File: src/pkg/almd_regs.vh
// Constants for the analog limit monitor: status bit positions, defaults, timing.
// Assumes a 40 MHz system clock; included by bare name from design files.
// What this block does
// - Mask bits 6,7: current two high/low
// - Bit 8: supply below 17 volts
// - Bits 9,10: voltage channels beyond ten volts
// - Bits 11,12: current outside 0/4..20 mA
// - Bits 13,14: live-zero wire break below 2 mA
// - Status word in bytes 9,10, always live
// - Mask gates events only, not status
// - One sample per interval, 1 ms..60 s
// - Filter code 0 none, 1-4 average 4..32
// - Below low: set bit, output 1, event
// - Above high (default 31211): bit, output 2
// - Low clears above low plus hysteresis
// - High clears below high minus hysteresis
// - Reference source codes 0..3 select channel
// - Enable bit gives appear and disappear events
// - Bits 0,1: voltage one high/low
`ifndef ALMD_REGS_VH
`define ALMD_REGS_VH
`define ALMD_B_V1_HIGH 0
`define ALMD_B_V1_LOW 1
`define ALMD_B_V2_HIGH 2
`define ALMD_B_V2_LOW 3
`define ALMD_B_C1_HIGH 4
`define ALMD_B_C1_LOW 5
`define ALMD_B_C2_HIGH 6
`define ALMD_B_C2_LOW 7
`define ALMD_B_UNDERVOLT 8
`define ALMD_B_V1_RANGE 9
`define ALMD_B_V2_RANGE 10
`define ALMD_B_C1_RANGE 11
`define ALMD_B_C2_RANGE 12
`define ALMD_B_C1_BREAK 13
`define ALMD_B_C2_BREAK 14
`define ALMD_MASK_RESET 16'h0000
`define ALMD_MASK_WRITABLE 16'h7FFF
`define ALMD_LOW_DEFAULT 16'h0000
`define ALMD_HIGH_DEFAULT 16'h79EB
`define ALMD_HYST_DEFAULT 16'h000F
`define ALMD_SRC_V1 2'h0
`define ALMD_SRC_V2 2'h1
`define ALMD_SRC_C1 2'h2
`define ALMD_SRC_C2 2'h3
`define ALMD_CLK_HZ 40000000
`define ALMD_INTERVAL_MS_DEFAULT 10
`define ALMD_INTERVAL_MS_MIN 1
`define ALMD_INTERVAL_MS_MAX 60000
`define ALMD_CYC_PER_MS (`ALMD_CLK_HZ / 1000)
`define ALMD_SUPPLY_MIN_MV 17000
`define ALMD_V_RANGE_MV 10000
`define ALMD_C_MAX_UA 20000
`define ALMD_C_LIVE_ZERO_UA 4000
`define ALMD_C_BREAK_UA 2000
`endif

File: src/hdl/almd_hist.v
// Sample history memory for the moving average, 32 words deep.
// Assumes one write per sample; read data registered, one cycle latency.
`timescale 1ns/10ps
module almd_hist #(
	parameter WIDTH = 16,
	parameter DEPTH_LOG2 = 5
) (
	input wire clk,
	input wire wr_en,
	input wire [DEPTH_LOG2-1:0] wr_addr,
	input wire [WIDTH-1:0] wr_data,
	input wire [DEPTH_LOG2-1:0] rd_addr,
	output reg [WIDTH-1:0] rd_data
);
	reg [WIDTH-1:0] mem [0:(1<<DEPTH_LOG2)-1];

	always @(posedge clk) begin
		if (wr_en) begin
			mem[wr_addr] <= wr_data;
		end
		rd_data <= mem[rd_addr];
	end
endmodule // almd_hist

File: src/hdl/almd_top.v
// Limit monitor for one channel, voltage or current, picked by CHANNEL_ID, plus the shared condition word and event mask.
// Assumes sample and measurement inputs synchronous to CLK_SYS; the link side
// reads STATUS_WORD and takes EVENT_* pulses.
`timescale 1ns/10ps
`include "almd_regs.vh"
module almd_top #(
	parameter WIDTH = 16,
	parameter CYC_PER_MS = `ALMD_CYC_PER_MS
) (
	input wire CLK_SYS,
	input wire RESETN,
	input wire signed [WIDTH-1:0] SAMPLE_VALUE,
	input wire [15:0] INTERVAL_MS,
	input wire [2:0] FILTER_SEL,
	input wire signed [15:0] LOW_LIMIT,
	input wire signed [15:0] HIGH_LIMIT,
	input wire [14:0] LOW_RELEASE_MARGIN,
	input wire [14:0] HIGH_RELEASE_MARGIN,
	input wire [1:0] REF_SOURCE,
	input wire [1:0] CHANNEL_ID,
	input wire [1:0] LIVE_ZERO_CFG,
	input wire [15:0] SUPPLY_MV,
	input wire signed [15:0] VOLT_ONE_MV,
	input wire signed [15:0] VOLT_TWO_MV,
	input wire signed [15:0] CURR_ONE_UA,
	input wire signed [15:0] CURR_TWO_UA,
	input wire [7:0] OTHER_LIMIT_BITS,
	input wire MASK_WR,
	input wire [15:0] MASK_WDATA,
	output reg [15:0] EVENT_MASK,
	output reg [15:0] STATUS_WORD,
	output reg [7:0] PD_BYTE9,
	output reg [7:0] PD_BYTE10,
	output reg SWITCH_OUT1,
	output reg SWITCH_OUT2,
	output reg EVENT_APPEAR,
	output reg EVENT_DISAPPEAR,
	output reg [15:0] EVENT_BITS,
	output reg SAMPLE_DONE
);
	localparam ST_IDLE = 2'b00;
	localparam ST_READ = 2'b01;
	localparam ST_EVAL = 2'b10;
	localparam ST_DONE = 2'b11;

	reg [1:0] state;
	reg [31:0] tick_count;
	reg [15:0] ms_count;
	reg [4:0] wr_ptr;
	reg [5:0] fill_count;
	reg signed [WIDTH+5:0] acc;
	reg signed [WIDTH-1:0] held_sample;
	reg signed [WIDTH-1:0] eval_value;
	reg low_state;
	reg high_state;
	reg [15:0] prev_status;
	reg [15:0] next_status;
	wire [WIDTH-1:0] old_sample;
	wire [15:0] interval;
	wire ms_tick;
	wire [5:0] win_len;
	wire [4:0] old_addr;
	wire signed [WIDTH+5:0] next_acc;
	wire signed [WIDTH+5:0] avg_value;
	wire signed [WIDTH+5:0] held_ext;
	wire signed [WIDTH+5:0] old_ext;

	function [5:0] window_of;
		input [2:0] code;
		begin
			case (code)
			3'h1: window_of = 6'h04;
			3'h2: window_of = 6'h08;
			3'h3: window_of = 6'h10;
			3'h4: window_of = 6'h20;
			default: window_of = 6'h01;
			endcase
		end
	endfunction

	function current_bad;
		input signed [15:0] ua;
		input live_zero;
		begin
			current_bad = (ua > `ALMD_C_MAX_UA) ||
				(live_zero ? (ua < `ALMD_C_LIVE_ZERO_UA) : (ua < 0));
		end
	endfunction

	function volt_bad;
		input signed [15:0] mv;
		begin
			volt_bad = (mv > `ALMD_V_RANGE_MV) || (mv < -`ALMD_V_RANGE_MV);
		end
	endfunction

	////////////////////////////////////////////////////////////////////////
	// Sample interval, clamped to 1 ms .. 60 s
	assign interval = (INTERVAL_MS < `ALMD_INTERVAL_MS_MIN) ? 16'h0001 :
		(INTERVAL_MS > `ALMD_INTERVAL_MS_MAX) ? 16'hEA60 : INTERVAL_MS;
	assign ms_tick = (tick_count == CYC_PER_MS - 1);

	always @(posedge CLK_SYS) begin
		if (!RESETN) begin
			tick_count <= 32'h00000000;
			ms_count <= 16'h0000;
		end else begin
			tick_count <= ms_tick ? 32'h00000000 : tick_count + 32'h00000001;
			if (ms_tick) begin
				ms_count <= (ms_count + 16'h0001 >= interval) ? 16'h0000 : ms_count + 16'h0001;
			end
		end
	end

	////////////////////////////////////////////////////////////////////////
	// Moving average over the last N samples; history cleared on filter change
	assign win_len = window_of(FILTER_SEL);
	assign old_addr = wr_ptr - win_len[4:0];
	// Sign extended up front so the sum never mixes widths
	assign held_ext = {{6{held_sample[WIDTH-1]}}, held_sample};
	assign old_ext = {{6{old_sample[WIDTH-1]}}, old_sample};
	assign next_acc = (fill_count >= win_len) ?
		acc + held_ext - old_ext : acc + held_ext;
	assign avg_value = (FILTER_SEL == 3'h4) ? (next_acc >>> 5) :
		(FILTER_SEL == 3'h3) ? (next_acc >>> 4) :
		(FILTER_SEL == 3'h2) ? (next_acc >>> 3) :
		(FILTER_SEL == 3'h1) ? (next_acc >>> 2) : next_acc;

	almd_hist #(.WIDTH(WIDTH), .DEPTH_LOG2(5)) u_hist (
		.clk(CLK_SYS),
		.wr_en(state == ST_EVAL),
		.wr_addr(wr_ptr),
		.wr_data(held_sample),
		.rd_addr(old_addr),
		.rd_data(old_sample)
	);

	reg [2:0] last_filter;

	always @(posedge CLK_SYS) begin
		if (!RESETN) begin
			state <= ST_IDLE;
			wr_ptr <= 5'h00;
			fill_count <= 6'h00;
			acc <= {(WIDTH+6){1'b0}};
			held_sample <= {WIDTH{1'b0}};
			eval_value <= {WIDTH{1'b0}};
			last_filter <= 3'h0;
		end else begin
			case (state)
			ST_IDLE: begin
				if (ms_tick && (ms_count + 16'h0001 >= interval)) begin
					held_sample <= SAMPLE_VALUE;
					state <= ST_READ;
				end
			end
			ST_READ: state <= ST_EVAL;
			ST_EVAL: begin
				if (FILTER_SEL != last_filter || FILTER_SEL == 3'h0 || FILTER_SEL > 3'h4) begin
					acc <= held_ext;
					fill_count <= 6'h01;
					eval_value <= held_sample;
				end else begin
					acc <= next_acc;
					if (fill_count < win_len) begin
						fill_count <= fill_count + 6'h01;
					end
					eval_value <= (fill_count >= win_len) ? avg_value[WIDTH-1:0] : held_sample;
				end
				// Remembered per evaluation, so a change between samples still restarts
				last_filter <= FILTER_SEL;
				wr_ptr <= wr_ptr + 5'h01;
				state <= ST_DONE;
			end
			ST_DONE: state <= ST_IDLE;
			default: state <= ST_IDLE;
			endcase
		end
	end

	////////////////////////////////////////////////////////////////////////
	// Limit supervision with release hysteresis, evaluated once per sample
	// Two guard bits so limit plus or minus margin cannot wrap
	wire signed [17:0] low_release;
	wire signed [17:0] high_release;

	assign low_release = {{2{LOW_LIMIT[15]}}, LOW_LIMIT} + {3'b000, LOW_RELEASE_MARGIN};
	assign high_release = {{2{HIGH_LIMIT[15]}}, HIGH_LIMIT} - {3'b000, HIGH_RELEASE_MARGIN};

	always @(posedge CLK_SYS) begin
		if (!RESETN) begin
			low_state <= 1'b0;
			high_state <= 1'b0;
		end else if (state == ST_DONE) begin
			if (eval_value < LOW_LIMIT) begin
				low_state <= 1'b1;
			end else if (eval_value > low_release) begin
				low_state <= 1'b0;
			end
			if (eval_value > HIGH_LIMIT) begin
				high_state <= 1'b1;
			end else if (eval_value < high_release) begin
				high_state <= 1'b0;
			end
		end
	end

	////////////////////////////////////////////////////////////////////////
	// Condition word; limit bits of other channels arrive from their blocks
	always @* begin
		next_status = 16'h0000;
		next_status[`ALMD_B_V1_HIGH] = OTHER_LIMIT_BITS[0];
		next_status[`ALMD_B_V1_LOW] = OTHER_LIMIT_BITS[1];
		next_status[`ALMD_B_V2_HIGH] = OTHER_LIMIT_BITS[2];
		next_status[`ALMD_B_V2_LOW] = OTHER_LIMIT_BITS[3];
		next_status[`ALMD_B_C1_HIGH] = OTHER_LIMIT_BITS[4];
		next_status[`ALMD_B_C1_LOW] = OTHER_LIMIT_BITS[5];
		next_status[`ALMD_B_C2_HIGH] = OTHER_LIMIT_BITS[6];
		next_status[`ALMD_B_C2_LOW] = OTHER_LIMIT_BITS[7];
		case (CHANNEL_ID)
		`ALMD_SRC_V1: begin
			next_status[`ALMD_B_V1_HIGH] = high_state;
			next_status[`ALMD_B_V1_LOW] = low_state;
		end
		`ALMD_SRC_V2: begin
			next_status[`ALMD_B_V2_HIGH] = high_state;
			next_status[`ALMD_B_V2_LOW] = low_state;
		end
		`ALMD_SRC_C1: begin
			next_status[`ALMD_B_C1_HIGH] = high_state;
			next_status[`ALMD_B_C1_LOW] = low_state;
		end
		default: begin
			next_status[`ALMD_B_C2_HIGH] = high_state;
			next_status[`ALMD_B_C2_LOW] = low_state;
		end
		endcase
		next_status[`ALMD_B_UNDERVOLT] = (SUPPLY_MV < `ALMD_SUPPLY_MIN_MV);
		next_status[`ALMD_B_V1_RANGE] = volt_bad(VOLT_ONE_MV);
		next_status[`ALMD_B_V2_RANGE] = volt_bad(VOLT_TWO_MV);
		next_status[`ALMD_B_C1_RANGE] = current_bad(CURR_ONE_UA, LIVE_ZERO_CFG[0]);
		next_status[`ALMD_B_C2_RANGE] = current_bad(CURR_TWO_UA, LIVE_ZERO_CFG[1]);
		next_status[`ALMD_B_C1_BREAK] = LIVE_ZERO_CFG[0] &&
			(CURR_ONE_UA < `ALMD_C_BREAK_UA);
		next_status[`ALMD_B_C2_BREAK] = LIVE_ZERO_CFG[1] &&
			(CURR_TWO_UA < `ALMD_C_BREAK_UA);
	end

	////////////////////////////////////////////////////////////////////////
	// Mask register, status, outputs and events
	wire [15:0] rose = next_status & ~prev_status & EVENT_MASK;
	wire [15:0] fell = ~next_status & prev_status & EVENT_MASK;

	always @(posedge CLK_SYS) begin
		if (!RESETN) begin
			EVENT_MASK <= `ALMD_MASK_RESET;
			STATUS_WORD <= 16'h0000;
			prev_status <= 16'h0000;
			PD_BYTE9 <= 8'h00;
			PD_BYTE10 <= 8'h00;
			SWITCH_OUT1 <= 1'b0;
			SWITCH_OUT2 <= 1'b0;
			EVENT_APPEAR <= 1'b0;
			EVENT_DISAPPEAR <= 1'b0;
			EVENT_BITS <= 16'h0000;
			SAMPLE_DONE <= 1'b0;
		end else begin
			if (MASK_WR) begin
				EVENT_MASK <= MASK_WDATA & `ALMD_MASK_WRITABLE;
			end
			STATUS_WORD <= next_status;
			prev_status <= next_status;
			PD_BYTE9 <= next_status[15:8];
			PD_BYTE10 <= next_status[7:0];
			SWITCH_OUT1 <= (REF_SOURCE == CHANNEL_ID) && low_state;
			SWITCH_OUT2 <= (REF_SOURCE == CHANNEL_ID) && high_state;
			EVENT_APPEAR <= |rose;
			EVENT_DISAPPEAR <= |fell;
			EVENT_BITS <= rose | fell;
			SAMPLE_DONE <= (state == ST_DONE);
		end
	end
endmodule // almd_top

File: config.mk
export PLATFORM = sky130hd
export DESIGN_NAME = almd_top
export DESIGN_NICKNAME = d
export VERILOG_FILES = /design/src/hdl/almd_hist.v /design/src/hdl/almd_top.v
export VERILOG_INCLUDE_DIRS = /design/src /design/src/pkg
export SDC_FILE = /design/constraint.sdc
export NUM_CORES = 1
export LEC_CHECK = 0
export BUFFER_PORTS_ARGS = -buffer_cell sky130_fd_sc_hd__buf_4
export CAP_MARGIN = 10
export CELL_PAD_IN_SITES_DETAIL_PLACEMENT = 0
export CELL_PAD_IN_SITES_GLOBAL_PLACEMENT = 1
export CORE_UTILIZATION = 49
export CTS_CLUSTER_DIAMETER = 30
export CTS_CLUSTER_SIZE = 28
export DETAILED_ROUTE_END_ITERATION = 8
export GPL_ROUTABILITY_DRIVEN = 0
export GPL_TIMING_DRIVEN = 1
export PLACE_DENSITY_LB_ADDON = 0.1
export REMOVE_ABC_BUFFERS = 1
export SYNTH_ARGS = -nofsm -noshare
export SYNTH_HDL_FRONTEND = slang
export SYNTH_HIERARCHICAL = 1
export SYNTH_SLANG_ARGS = --single-unit
File: constraint.sdc
create_clock -name CLK_SYS -period 6 [get_ports CLK_SYS]
set_clock_uncertainty 0.05 [all_clocks]
set_input_delay 0.3 -clock CLK_SYS [delete_from_list [all_inputs] [get_ports CLK_SYS]]
set_output_delay 0.3 -clock CLK_SYS [all_outputs]
set_load 0.01 [all_outputs]
==> results.md <==
- The via density per instance is between 5 and 6.
- The post-cts hold buffer count is 75.
- The die extent in x is 268 um.
- Dividing the synthesized area by the synthesized cell count gives roughly 12 um2.
- The placed wire-length estimate after detailed placement is about 65000 um.
- Post-CTS repair changed the size of 0 cells.
- The overall die area is ~70000 um2.
- The core outline area is between 70000 and 80000 um2.
- After detailed routing, the number of remaining DRC violations is 0.
- The initial antenna violation count is 3.
- TritonCTS built the clock tree.
- The later-pin clock latency in the skew report is 720 ps.
- The most frequently used flop master after synthesis is edfxtp_1.
- The total via count in the routed design is 25522.
- STA classifies the critical path startpoint as a flop.
- After clock tree synthesis, the clock-pin slew on the worst setup and hold paths is 50 ps.
- The largest single stage delay on the critical path is between 600 and 700 ps.
- The die is ~270 um tall.
- The number of failing hold endpoints at the final stage is 0.
- The number of nets with antenna violations after detailed routing is 0.
- The share of cells above drive strength 1 is 0.175.
- The routed length per placed instance is around 22 um.
- The shortest clock period the worst path allows after layout is approximately 5300 ps.
- For this run, the detailed router's first-pass iteration total came to 7.
- The dominant cell type by area after synthesis is edfxtp_1.
- Setup repair after global routing left no endpoint under its margin.
- The total CTS buffers is ~130.
- For the pin with the worst max-slew slack, the measured transition is 1170 ps.
- Yosys mapped a number of flops with a built-in enable equal to ~510.
- In the post-synthesis netlist, the biggest area contributors are edfxtp_1 44%, dfxtp_1 11%, mux2i_1 8.7%.
- The fraction of post-synthesis cell area in the top cell type by area is 0.443.
- Of the available clock period, the critical path in the final layout requires 0.876.
- The final worst setup slack is about 740 ps.
- The data required time at the worst endpoint is about 6600 ps.
- The worst-case IR drop observed on VDD is ~210 uV.
- The number of different library cells used by synthesis comes to 91.
- The slowest stage of the critical path is the a221oi_1 cell.
- Entering global routing, the biggest net connects 87 pins.
- The total clock sinks is 697.
- The first-pass GRT wire length is between 100000 and 150000 um.
- Power spread over the standard cell area amounts to around 320 nW/um2.
- The floorplan has 97 rows.
- about 280 I/O pins were placed.
- Walking the worst path, the cells encountered are buf_4 > ha_1 > a21o_1 > a221oi_1 > xnor2_1 > ha_1 > o211ai_1 > o211ai_1 > nand3_1 > a31oi_1 > o21ai_0 > a221oi_1 > mux2_2 > o22a_1 > nor2_1 > o32ai_2.
- Adding up every negative setup slack in the final design gives 0 ps.
- The type of the setup path with the least slack is reg2reg.
- The run finished with clean final reports.
- OpenSTA, run right after detailed placement, puts the worst setup slack at between 800 and 900 ps.
- The total wire length after detailed routing is 96800 um.
- Along the worst path, the maximum fanout reaches 36.
- The fraction of synthesis flops using an asynchronous set or reset pin is 0.
- The headroom to the max-slew limit is 0.214.
- The register area share after synthesis is 0.550.
- The maximum operating frequency is 0.190 GHz.
- For this configuration, the core starts out at a cell density of 0.496.
- The overall track demand over capacity in global routing is 0.269.
- The root buffer cell is clkbuf_16.
- The number of slew-limit violations in the final report came to 0.
- Summed over all layers, the global routing overflow is 0.
- After the last flow step, the layout net total stands at between 3000 and 4000.
- Grouping stages by cell kind, the critical path spends the most delay in compound AO/OA/AOI/OAI gates.
- Synthesis inferred 697 register bits.
- The via count of the first global-routing pass is approximately 25000.
- After synthesis the cells add up to 34700 um2.
- The worst hold path class is in2reg.
- The CTS H-tree depth is 4.
- Data arrives at the worst endpoint at around 5800 ps.
- The first routing iteration left a little under 2000 violations.
- Yosys printed 6 warnings.
- Input and output buffers added on the ports amount to 270.
- The tool flagged a number of max-cap violations equal to 0.
- In this run the static leakage power is approximately 16 nW.
- After clock tree synthesis, the setup repair step added 0 buffers.
- The number of standard cells after synthesis is a little under 3000.
- From synthesis to final layout, the design area changed by 23.8%.
- Setup violations remaining at the end of the flow were counted as 0.
- The number of buffers and inverters on the critical path is 1.
- The longest clock path from root to sink contains 3 buffers.
- STA classifies the critical path endpoint as a flop.
[cell families after synthesis]
family / count (synthesis) / share of synthesized area
flip-flops: 697 / 0.550
multiplexers: 308 / 0.0898
XOR/XNOR: 127 / 0.0320
AO/OA/AOI/OAI: 601 / 0.116
AND/OR/NAND/NOR: 776 / 0.107
buffers and inverters: 276 / 0.0404
other: 1 / 0.000108
adder cells (fa/ha/maj): 177 / 0.0642
[path summary, 6_finish.rpt]
check                   start  cells after the start              to  slack (ps)
max            held_sample[1]                     16  eval_value[15]         740
min          LIVE_ZERO_CFG[1]                      3     PD_BYTE9[6]          30
max reg2reg    held_sample[1]                     16  eval_value[15]         740
min reg2reg      ms_count[15]                      2    ms_count[15]         400
[Yosys cell counts (65+ instances only)]
library cell    n
o21ai_0       102
nand3_1       101
nand2_1       198
edfxtp_1      512
a21oi_1       141
xnor2_1        69
dfxtp_1       185
inv_1         123
nor2_1        206
ha_1          166
mux2i_1       300
a22oi_1        65
[worst reg2reg max path, delay by kind of cell (launching register included)]
family	cells	cell delay (ps)
buffers and inverters	1	350
adders and majority gates	2	710
DFF	1	330
xor gates and xnor gates	1	200
muxes	1	310
and+or+nand+nor	2	310
AOI/OAI and AO/OA	9	2900
[per-stage QoR]
| step | utilization | hold slack (ps) | total power [mW] | instances | instance area, um2 |
|---|---|---|---|---|---|
| after global routing | 0.614 | 41.3 | 14.4 | 4425 | 43000 |
| after CTS | 0.614 | 9.64 | 14.0 | 4424 | 43000 |
| after floorplan | - | 366 | 6.18 | 2816 | 33800 |
| final | 0.614 | 33.7 | 13.9 | 4429 | 43000 |
| after detailed placement | 0.538 | 404 | 6.62 | 4106 | 37700 |
| after global placement | 0.538 | 391 | 6.60 | 4106 | 37700 |
[power by group]
| part | leakage (nW) | switching, mW | internal (mW) |
|---|---|---|---|
| clock network | 2.19 | 2.57 | 4.75 |
| logic | 9.04 | 0.840 | 0.555 |
| registers | 5.03 | 0.0306 | 5.16 |
| total | 16.3 | 3.44 | 10.5 |
[cells in the final DEF, fill, tap and decap left out, types with 17 or more instances in the layout]
| cell | count |
|---|---|
| nand2_1 | 198 |
| o21ai_0 | 102 |
| ha_1 | 165 |
| clkinv_2 | 20 |
| o21a_1 | 25 |
| clkbuf_16 | 135 |
| a31oi_1 | 41 |
| nor2_1 | 206 |
| edfxtp_1 | 512 |
| inv_1 | 122 |
| a22oi_1 | 65 |
| nor3_1 | 53 |
| a211oi_1 | 18 |
| xor2_1 | 58 |
| xnor2_1 | 69 |
| nand3_1 | 101 |
| buf_4 | 344 |
| nor2b_1 | 17 |
| nor3b_1 | 18 |
| dlygate4sd3_1 | 75 |
| nand4_1 | 49 |
| and3_1 | 33 |
| a21o_1 | 44 |
| mux2i_1 | 300 |
| a21oi_1 | 140 |
| dfxtp_1 | 185 |
| a22o_1 | 35 |
| o211ai_1 | 20 |
| nand2b_1 | 36 |
[metal layers]
metal,vias to the layer above,wire length [um],global-route usage
met2,907,45500,0.435
li1,11952,-,-
met4,2,3400,0.110
met3,182,7470,0.0633
met1,12479,40400,0.348
met5,-,13,0
[flip-flops by register name, summed over array words and instances, names as in the netlist, 2 cells and up]
signal / cells
u_hist/mem: 512
tick_count: 32
acc: 21
eval_value: 16
held_sample: 16
ms_count: 16
u_hist/rd_data: 16
EVENT_BITS: 15
EVENT_MASK: 15
PD_BYTE10: 7
PD_BYTE9: 7
fill_count: 6
wr_ptr: 5
last_filter: 3
state: 2
[cell type report]
| cell class | instances | area [um2] |
|---|---|---|
| Inverter | 126 | 480 |
| Clock inverter | 81 | 925 |
| Tap cell | 940 | 1180 |
| Antenna cell | 5 | 12.5 |
| Multi-Input combinational cell | 1993 | 14300 |
| Timing Repair Buffer | 425 | 3450 |
| Fill cell | 5631 | 27000 |
| Clock buffer | 162 | 3590 |
| Sequential cell | 697 | 19100 |
(Power assumes the default switching activity.)
